## src/pkg/ovf_timer_pkg.sv

```systemverilog
// Constants shared by the prescaled overflow counter and its helpers
package ovf_timer_pkg;

    // Clock and instruction timing
    localparam int CLK_PERIOD_NS   = 50;
    localparam int INSTR_PERIOD_NS = 200;
    localparam int CLKS_PER_INSTR  = INSTR_PERIOD_NS / CLK_PERIOD_NS;
    localparam int INHIBIT_INSTR   = 2;
    localparam int INHIBIT_CLKS    = INHIBIT_INSTR * CLKS_PER_INSTR;
    localparam logic [3:0] INHIBIT_LOAD = 4'(INHIBIT_CLKS);

    // Phase codes within one instruction cycle (four clocks)
    localparam logic [1:0] PHASE_Q2 = 2'h1;
    localparam logic [1:0] PHASE_Q4 = 2'h3;

    // Register byte offsets
    localparam logic [4:0] OFF_COUNT  = 5'h00;
    localparam logic [4:0] OFF_OPTION = 5'h04;
    localparam logic [4:0] OFF_STATUS = 5'h08;
    localparam logic [4:0] OFF_CLEAR  = 5'h0c;
    localparam logic [4:0] OFF_ENABLE = 5'h10;

    // Option field positions
    localparam int CFG_CS_BIT    = 5;
    localparam int CFG_SE_BIT    = 4;
    localparam int CFG_PSA_BIT   = 3;
    localparam int CFG_RATIO_LSB = 0;
    localparam int CFG_RATIO_W   = 3;

    // Interrupt control field positions
    localparam int FLAG_BIT = 2;
    localparam int EN_BIT   = 5;

    // Reset values and limits
    localparam logic [5:0] CFG_RESET   = 6'h3f;
    localparam logic [7:0] COUNT_RESET = 8'h00;
    localparam logic [7:0] COUNT_MAX   = 8'hff;

    // AXI responses
    localparam logic [1:0] RESP_OKAY   = 2'h0;
    localparam logic [1:0] RESP_SLVERR = 2'h2;

endpackage

```

## src/pkg/timer_path_if.sv

```systemverilog
// Signals between the counter core, the shared prescaler and the phase sampler
`timescale 1ns/1ps
interface timer_path_if;
    logic       src_level;
    logic       clear;
    logic       hold;
    logic       to_counter;
    logic [2:0] ratio;
    logic       wdt_tick;
    logic       wdt_timeout;
    logic       psc_out;
    logic       sample_en;
    logic       count_tick;

    modport core (output src_level, clear, hold, to_counter, ratio, wdt_tick, sample_en,
                  input wdt_timeout, count_tick);
    modport presc (input src_level, clear, hold, to_counter, ratio, wdt_tick,
                   output wdt_timeout, psc_out);
    modport sampler (input psc_out, sample_en, hold, output count_tick);
endinterface

```

## src/hdl/shared_prescaler.sv

```systemverilog
// Eight-bit prescaler shared between the counter and the watchdog
`timescale 1ns/1ps
module shared_prescaler (
    input  wire logic   aclk,
    input  wire logic   aresetn,
    timer_path_if.presc p
);
    typedef struct packed {
        logic [7:0] cnt;
        logic       src_prev;
        logic       timeout;
    } psc_state_t;

    psc_state_t st;
    psc_state_t nx;
    logic [7:0] wdt_mask;

    // Watchdog ratio is two to the n, so compare the low n bits
    assign wdt_mask = 8'((16'h0001 << p.ratio) - 16'h0001);

    // Count source edges or watchdog ticks; the count itself is never visible
    always_comb begin
        nx          = st;
        nx.src_prev = p.src_level;
        nx.timeout  = 1'b0;
        if (p.clear) begin
            nx.cnt = 8'h00;
        end else if (p.to_counter) begin
            if (!p.hold && p.src_level && !st.src_prev) begin
                nx.cnt = st.cnt + 8'h01;
            end
        end else if (p.wdt_tick) begin
            if ((st.cnt & wdt_mask) == wdt_mask) begin
                nx.cnt     = 8'h00;
                nx.timeout = 1'b1;
            end else begin
                nx.cnt = st.cnt + 8'h01;
            end
        end
    end

    // Counter sees bit n (divide by two to n+1) or the bypassed source
    assign p.psc_out     = p.to_counter ? st.cnt[p.ratio] : st.src_prev;
    assign p.wdt_timeout = st.timeout;

    always_ff @(posedge aclk) begin
        if (!aresetn) begin
            // Previous level starts high so a source already high after reset is no edge
            st <= '{cnt: 8'h00, src_prev: 1'b1, timeout: 1'b0};
        end else begin
            st <= nx;
        end
    end
endmodule

```

## src/hdl/phase_sampler.sv

```systemverilog
// Samples the prescaler output on the second and fourth phase clocks
`timescale 1ns/1ps
module phase_sampler (
    input  wire logic     aclk,
    input  wire logic     aresetn,
    timer_path_if.sampler p
);
    typedef struct packed {
        logic sampled;
        logic tick;
    } smp_state_t;

    smp_state_t st;
    smp_state_t nx;

    // A rise between two samples makes one increment request
    always_comb begin
        nx      = st;
        nx.tick = p.sample_en && p.psc_out && !st.sampled && !p.hold;
        if (p.sample_en) begin
            nx.sampled = p.psc_out;
        end
    end

    assign p.count_tick = st.tick;

    always_ff @(posedge aclk) begin
        if (!aresetn) begin
            // Start as if high was seen, avoiding a false tick right after reset
            st <= '{sampled: 1'b1, tick: 1'b0};
        end else begin
            st <= nx;
        end
    end
endmodule

```

## src/hdl/ovf_timer_top.sv

```systemverilog
// Prescaled 8-bit overflow counter with AXI4-Lite registers
// Function
// - 8-bit counter; wrapping from ff to 00 sets the overflow flag.
// - Clock source select zero: count instruction cycles, before prescaling.
// - Clock source select one: count edges of the external count pin.
// - Edge select zero counts rising edges, one counts falling edges.
// - Counting is suppressed for two instruction cycles after a counter write.
// - One prescaler serves counter or watchdog; watchdog use leaves counter at 1:1.
// - Prescaler assign zero routes it to counter, one to watchdog.
// - Three-bit ratio field; counter ratios span 1:2 to 1:256.
// - Prescaler count cannot be read or written by software.
// - Overflow flag sits at bit 2, sticky until software clears it.
// - Interrupt raised only when enable bit 5 and the flag are set.
// - Counter stops during sleep; overflow cannot wake the processor.
// - External signal passes the prescaler first, then is synchronised.
// - Counter write clears the prescaler when assigned to the counter.
// - Watchdog clear instruction clears the prescaler when assigned to watchdog.
// - Prescaler output sampled on second and fourth phase clocks.
`timescale 1ns/1ps
module ovf_timer_top (
    input  wire logic        aclk,
    input  wire logic        aresetn,
    input  wire logic [31:0] awaddr,
    input  wire logic        awvalid,
    output logic             awready,
    input  wire logic [31:0] wdata,
    input  wire logic [3:0]  wstrb,
    input  wire logic        wvalid,
    output logic             wready,
    output logic [1:0]       bresp,
    output logic             bvalid,
    input  wire logic        bready,
    input  wire logic [31:0] araddr,
    input  wire logic        arvalid,
    output logic             arready,
    output logic [31:0]      rdata,
    output logic [1:0]       rresp,
    output logic             rvalid,
    input  wire logic        rready,
    input  wire logic        external_count_pin,
    input  wire logic        sleep_mode,
    input  wire logic        watchdog_tick,
    input  wire logic        watchdog_clear_instruction,
    output logic             watchdog_timeout,
    output logic             overflow_irq
);
    typedef struct packed {
        logic [1:0]  phase;
        logic [7:0]  count;
        logic [5:0]  cfg;
        logic        flag;
        logic        ovf_en;
        logic [3:0]  inhibit;
        logic        aw_held;
        logic        w_held;
        logic [4:0]  waddr;
        logic [7:0]  wdata;
        logic        wlane;
        logic        awready;
        logic        wready;
        logic        bvalid;
        logic [1:0]  bresp;
        logic        arready;
        logic        rvalid;
        logic [31:0] rdata;
        logic [1:0]  rresp;
        logic        irq;
    } core_state_t;

    localparam core_state_t ST_RESET = '{
        count:   ovf_timer_pkg::COUNT_RESET,
        cfg:     ovf_timer_pkg::CFG_RESET,
        awready: 1'b1,
        wready:  1'b1,
        arready: 1'b1,
        default: '0
    };

    core_state_t st;
    core_state_t nx;
    timer_path_if tp ();

    logic       aw_hs;
    logic       w_hs;
    logic       ar_hs;
    logic       aw_now;
    logic       w_now;
    logic [4:0] addr_now;
    logic [7:0] data_now;
    logic       lane_now;
    logic       wr_fire;
    logic       wr_en;
    logic       wr_mapped;
    logic       cnt_wr;
    logic       opt_wr;
    logic       clr_wr;
    logic       en_wr;
    logic       inc;
    logic       overflow;

    // Write address and data may arrive in either order; hold whichever came first
    assign aw_hs     = awvalid && st.awready;
    assign w_hs      = wvalid && st.wready;
    assign ar_hs     = arvalid && st.arready;
    assign aw_now    = st.aw_held || aw_hs;
    assign w_now     = st.w_held || w_hs;
    assign addr_now  = st.aw_held ? st.waddr : awaddr[4:0];
    assign data_now  = st.w_held ? st.wdata : wdata[7:0];
    assign lane_now  = st.w_held ? st.wlane : wstrb[0];
    assign wr_fire   = aw_now && w_now && !st.bvalid;
    assign wr_en     = wr_fire && lane_now;

    // Address decode; only byte lane 0 carries register data
    assign wr_mapped = (addr_now == ovf_timer_pkg::OFF_COUNT) || (addr_now == ovf_timer_pkg::OFF_OPTION)
                    || (addr_now == ovf_timer_pkg::OFF_STATUS) || (addr_now == ovf_timer_pkg::OFF_CLEAR)
                    || (addr_now == ovf_timer_pkg::OFF_ENABLE);
    assign cnt_wr    = wr_en && (addr_now == ovf_timer_pkg::OFF_COUNT);
    assign opt_wr    = wr_en && (addr_now == ovf_timer_pkg::OFF_OPTION);
    assign clr_wr    = wr_en && (addr_now == ovf_timer_pkg::OFF_CLEAR);
    assign en_wr     = wr_en && (addr_now == ovf_timer_pkg::OFF_ENABLE);

    // Increment requests are dropped while inhibited or asleep, not deferred
    assign inc       = tp.count_tick && (st.inhibit == 4'h0) && !sleep_mode;
    assign overflow  = inc && (st.count == ovf_timer_pkg::COUNT_MAX);

    // Source level: its rising edge is one counting event
    assign tp.src_level  = st.cfg[ovf_timer_pkg::CFG_CS_BIT]
                         ? (external_count_pin ^ st.cfg[ovf_timer_pkg::CFG_SE_BIT])
                         : st.phase[1];
    assign tp.to_counter = !st.cfg[ovf_timer_pkg::CFG_PSA_BIT];
    assign tp.ratio      = st.cfg[ovf_timer_pkg::CFG_RATIO_LSB +: ovf_timer_pkg::CFG_RATIO_W];
    assign tp.clear      = (cnt_wr && !st.cfg[ovf_timer_pkg::CFG_PSA_BIT])
                         || (watchdog_clear_instruction && st.cfg[ovf_timer_pkg::CFG_PSA_BIT]);
    assign tp.hold       = sleep_mode;
    assign tp.wdt_tick   = watchdog_tick;
    // Sampling after the prescaler lets the pin toggle faster than this logic
    assign tp.sample_en  = (st.phase == ovf_timer_pkg::PHASE_Q2)
                         || (st.phase == ovf_timer_pkg::PHASE_Q4);

    shared_prescaler u_prescaler (
        .aclk    (aclk),
        .aresetn (aresetn),
        .p       (tp.presc)
    );

    phase_sampler u_sampler (
        .aclk    (aclk),
        .aresetn (aresetn),
        .p       (tp.sampler)
    );

    // Next state: bus slave, counter, option and interrupt control
    always_comb begin
        nx       = st;
        nx.phase = st.phase + 2'h1;

        // Write channel, one write under way at a time
        nx.aw_held = aw_now && !wr_fire;
        nx.w_held  = w_now && !wr_fire;
        if (aw_hs) begin
            nx.waddr = awaddr[4:0];
        end
        if (w_hs) begin
            nx.wdata = wdata[7:0];
            nx.wlane = wstrb[0];
        end
        if (wr_fire) begin
            nx.bvalid = 1'b1;
            nx.bresp  = wr_mapped ? ovf_timer_pkg::RESP_OKAY : ovf_timer_pkg::RESP_SLVERR;
        end else if (st.bvalid && bready) begin
            nx.bvalid = 1'b0;
        end
        nx.awready = !nx.aw_held && !nx.bvalid;
        nx.wready  = !nx.w_held && !nx.bvalid;

        // Read channel; no address returns the prescaler count
        if (ar_hs) begin
            nx.rvalid = 1'b1;
            nx.rresp  = ovf_timer_pkg::RESP_OKAY;
            unique case (araddr[4:0])
                ovf_timer_pkg::OFF_COUNT: begin
                    nx.rdata = {24'h000000, st.count};
                end
                ovf_timer_pkg::OFF_OPTION: begin
                    nx.rdata = {26'h0000000, st.cfg};
                end
                ovf_timer_pkg::OFF_STATUS: begin
                    nx.rdata = 32'(st.flag) << ovf_timer_pkg::FLAG_BIT;
                end
                ovf_timer_pkg::OFF_CLEAR: begin
                    nx.rdata = 32'h00000000;
                end
                ovf_timer_pkg::OFF_ENABLE: begin
                    nx.rdata = 32'(st.ovf_en) << ovf_timer_pkg::EN_BIT;
                end
                default: begin
                    nx.rdata = 32'h00000000;
                    nx.rresp = ovf_timer_pkg::RESP_SLVERR;
                end
            endcase
        end else if (st.rvalid && rready) begin
            nx.rvalid = 1'b0;
        end
        nx.arready = !nx.rvalid;

        // Counter: a write reloads and opens the inhibit window
        if (st.inhibit != 4'h0) begin
            nx.inhibit = st.inhibit - 4'h1;
        end
        if (cnt_wr) begin
            nx.count   = data_now;
            nx.inhibit = ovf_timer_pkg::INHIBIT_LOAD;
        end else if (inc) begin
            nx.count = st.count + 8'h01;
        end
        if (opt_wr) begin
            nx.cfg = data_now[5:0];
        end
        if (en_wr) begin
            nx.ovf_en = data_now[ovf_timer_pkg::EN_BIT];
        end

        // Overflow wins over a clear in the same cycle so no wrap is lost
        nx.flag = overflow || (st.flag && !(clr_wr && data_now[ovf_timer_pkg::FLAG_BIT]));
        nx.irq  = nx.flag && nx.ovf_en;
    end

    always_ff @(posedge aclk) begin
        if (!aresetn) begin
            st <= ST_RESET;
        end else begin
            st <= nx;
        end
    end

    // Outputs straight from state flops
    assign awready          = st.awready;
    assign wready           = st.wready;
    assign bvalid           = st.bvalid;
    assign bresp            = st.bresp;
    assign arready          = st.arready;
    assign rvalid           = st.rvalid;
    assign rdata            = st.rdata;
    assign rresp            = st.rresp;
    assign overflow_irq     = st.irq;
    assign watchdog_timeout = tp.wdt_timeout;
endmodule

```

## config.mk

```make
export PLATFORM = sky130hd
export DESIGN_NAME = ovf_timer_top
export DESIGN_NICKNAME = d
export VERILOG_FILES = /design/src/pkg/ovf_timer_pkg.sv /design/src/pkg/timer_path_if.sv /design/src/hdl/shared_prescaler.sv /design/src/hdl/phase_sampler.sv /design/src/hdl/ovf_timer_top.sv
export SDC_FILE = /design/constraint.sdc
export NUM_CORES = 1
export LEC_CHECK = 0
export BUFFER_PORTS_ARGS = -buffer_cell sky130_fd_sc_hd__buf_2
export CORE_MARGIN = 4
export CORE_UTILIZATION = 45
export DETAILED_ROUTE_END_ITERATION = 8
export GPL_TIMING_DRIVEN = 0
export HOLD_SLACK_MARGIN = 0.12
export PLACE_DENSITY = 0.76
export SLEW_MARGIN = 30
export SYNTH_ARGS = -nofsm -noshare
export SYNTH_HDL_FRONTEND = slang
export SYNTH_SLANG_ARGS = --single-unit
```

## constraint.sdc

```tcl
create_clock -name aclk -period 3.11 [get_ports aclk]
set_input_delay 0.1555 -clock aclk [delete_from_list [all_inputs] [get_ports aclk]]
set_output_delay 0.1555 -clock aclk [all_outputs]
set_load 0.01 [all_outputs]
```

==> metrics.md <==
| Metric | Value |
|---|---|
| Status | finished, final reports clean |
| DIE AREA | 9473 µm² |
| Largest Register | st |
| RR Startpoint | st[64] |
| Area delta synth->final | 22.61% |
| Setup violations, final | 0 |
| Critical Path Fanout Max | 9 |
| Pre-CTS worst setup slack | 669.9 ps |
| ANT nets after route | 0 |
| Clock Skew | 13.64 ps |
| 1st-iter DRT viols | 207 |
| Critical Path, Cell by Cell | clkbuf_1 -> or3_1 -> ha_1 -> and3_1 -> a311o_1 -> o311ai_4 -> nor3_1 |
| Min setup slack post-route | 623.4 ps |
| Clock buffer depth | 2 |
| Post-synthesis async set-or-reset flop share | 0% |
| Main synth FF type | dfxtp_1 |
| Core outline area | 7727 µm² |
| Minimum clock period | 2487 ps |
| Adder-Cell Fraction of Synth Area | 2.439% |
| Cell taking the most area after synthesis | dfxtp_1 |
| Pin count of the biggest net entering global routing | 14 |
| DPL Wire Length | 5.892 mm |
| Synth Area in Compound Gates | 14.88% |
| DR WL/cell | 13.07 µm |
| Post-synthesis sequential area ratio | 36.79% |
| Post-Route WL | 7.975 mm |
| Hold path depth | 3 |
| Die width | 97.33 µm |
| Routability cong. | 0.8180 |
| CTS sink count | 66 |
| Period Utilization, post-route | 79.96% |
| Worst vdd ir | 0.0002390 V |
| Worst Hold Launch | bready |
| Port buffer count | 44 |
| Grt ovf | 0 |
| Fmax | 402.2 MHz |
| Vias in the first global route | 2,766 |
| Cells after synthesis | 406 |
| WHS Endpoint | awready |
| DR pass1 iterations | 4 |
| Initial antenna violation count | 0 |
| Row cnt | 32 |
| LEAKAGE | 1.951 nW |
| Distinct cells, synth | 57 |
| Critical path class | flip-flop to flip-flop |
| Clk Latency, worst-skew pair | 360 ps |
| Most frequent cells in the layout | 66 x dfxtp_1, 49 x nand2_1, 46 x buf_2 |
| Max FFs per register | 38 |
| Ports | 154 |
| Critical-path top delay cell | o311ai_4 |
| H-Tree Depth | 3 |
| TritonCTS clock tree | built |
| Startpoint types | flip-flop |
| CTS clk-pin slew, worst paths | 70 ps |
| Root Buffer | clkbuf_8 |
| WP data arrival | 2700 ps |
| # fillers | 664 |
| EDFF count, synth | 0 |
| R2r endpoint | u_prescaler.st[3] |
| Die Height | 97.33 µm |
| Number of gates resized after cts | 0 |
| Pwr dens | 470.0 nW/µm² |
| Most common cell after layout, fill and taps aside | dfxtp_1 |
| Via count | 3,050 |
| RSZ-0062 raised after global routing | no |
| Overall routing resource usage | 16.91% |
| Setup crit end kind | flip-flop |
| First-pass GRT wire length | 13.16 mm |
| TNS Setup | 0 ps |
| Worst Hold Margin | 138.1 ps |
| Cells on worst reg2reg path | 7 |
| Top cells by area, synth | dfxtp_1 37%, buf_4 8.4%, mux2i_1 6.7%, nand2_1 5.1%, a21boi_0 2.9% |
| R2R setup slack | 620 ps |
| Main combinational cell family by area after synthesis | simple AND/OR/NAND/NOR gates |
| Synth top area share | 36.79% |
| Worst-Margin Slew | 590.7 ps |
| Yosys reg bits | 66 |
| Req. time, crit path | 3320 ps |
| Largest stage delay on the critical path | 490 ps |
| Simple-gate share of the synthesized area | 21.39% |
| Worst Hold Class | input pin to flip-flop |
| Post-Syn Area per Cell | 8.845 µm² |
| Diode count | 0 |
| DR vias/cell | 5.000 |
| Post-route DRC | 0 |
| Hold Fails Final Rpt | 0 |
| Slew Limit Fails | 0 |
| CTS Buf Count | 9 |
| Share of layout cells above drive strength 1 | 24.21% |
| Nets@finish | 621 |
| Max cap viols | 0 |
| Synth Cell Area | 3591 µm² |
| Relative slew slack | 60.62% |
| XOR/XNOR share of the synthesized area | 4.146% |
| Synth warnings | 0 |
| Mux share of post-synthesis cell area | 9.199% |
| Initial core utilization | 46.47% |
## cell families after synthesis
kind of cell,Yosys count
muxes,31
adders and majority gates,7
DFF,66
other,1
xor gates and xnor gates,17
AOI/OAI and AO/OA,75
and+or+nand+nor,148
buffers and inverters,61
## synthesized netlist by cell type (all sizes together) (6+ instances only)
| master | instances |
|---|---|
| buf | 44 |
| a21boi | 15 |
| dfxtp | 66 |
| a22oi | 6 |
| nand3 | 13 |
| mux2i | 24 |
| xnor2 | 8 |
| nand2 | 49 |
| mux2 | 6 |
| o21ai | 20 |
| nor2b | 11 |
| clkbuf | 9 |
| nor3 | 14 |
| nor2 | 20 |
| and2 | 11 |
| a21oi | 12 |
| inv | 8 |
| xor2 | 9 |
| ha | 7 |
## final cells by class
type,instances,area [µm²],share of cell area (%)
Multi-Input combinational cell,304,1967,44.67
Sequential cell,66,1321,30.01
Clock inverter,7,76.32,1.733
Tap cell,102,127.6,2.899
Timing Repair Buffer,61,390.4,8.866
Buffer,53,366.6,8.326
Inverter,8,30.03,0.6820
Clock buffer,9,123.9,2.813
## worst max-delay path: cells and delay by family, from the launching register on
| family | cells | cell delay, ps |
|---|---|---|
| adder cells (fa/ha/maj) | 1 | 270 |
| buffers and inverters | 1 | 210 |
| AND/OR/NAND/NOR | 3 | 710 |
| AO/OA/AOI/OAI | 2 | 860 |
| flip-flops | 1 | 300 |
## through the flow
| step | util (%) | power [W] | area, µm² | std cells |
|---|---|---|---|---|
| 2_1_floorplan | - | 0.001236 | 3685 | 431 |
| 3_3_place_gp | 52.19 | 0.001316 | 4033 | 577 |
| 3_5_place_dp | 52.19 | 0.001337 | 4033 | 577 |
| 4_1_cts | 56.85 | 0.002086 | 4393 | 609 |
| 5_1_grt | 56.98 | 0.002182 | 4403 | 610 |
| 6_report | 56.98 | 0.002069 | 4403 | 610 |
## power by group
part	switching [W]	leakage, nW	internal, W	total, W
Clock	0.000356	0.0962	0.000375	0.000731
Combinational	0.000213	1.32	0.000186	0.000400
Sequential	0.0000407	0.538	0.000898	0.000939
## timing repair
action	4_1_cts	5_1_grt
hold buffers	16	1
hold endpoints to repair	15	1
setup buffers	0	0
## metal layers
layer | share of wire [%] | global-route usage [%] | wire (µm) | vias up
met4 | 2.2 | 7.242 | 178 | 0
met5 | 0 | 0 | 0 | -
met1 | 45 | 23.03 | 3619 | 1383
met2 | 45 | 25.16 | 3559 | 107
met3 | 7.7 | 4.594 | 617 | 18
li1 | - | - | - | 1542
## worst max-delay path by stage
stage               startpoint           endpoint  cells after the start
floorplan               st[64]  u_prescaler.st[2]                      7
global placement        st[64]  u_prescaler.st[7]                      7
detailed placement      st[64]  u_prescaler.st[3]                      7
CTS                     st[64]  u_prescaler.st[3]                      7
global route            st[64]  u_prescaler.st[3]                      7
finish                  st[64]  u_prescaler.st[3]                      7
Power figures use the tool's default switching activity.
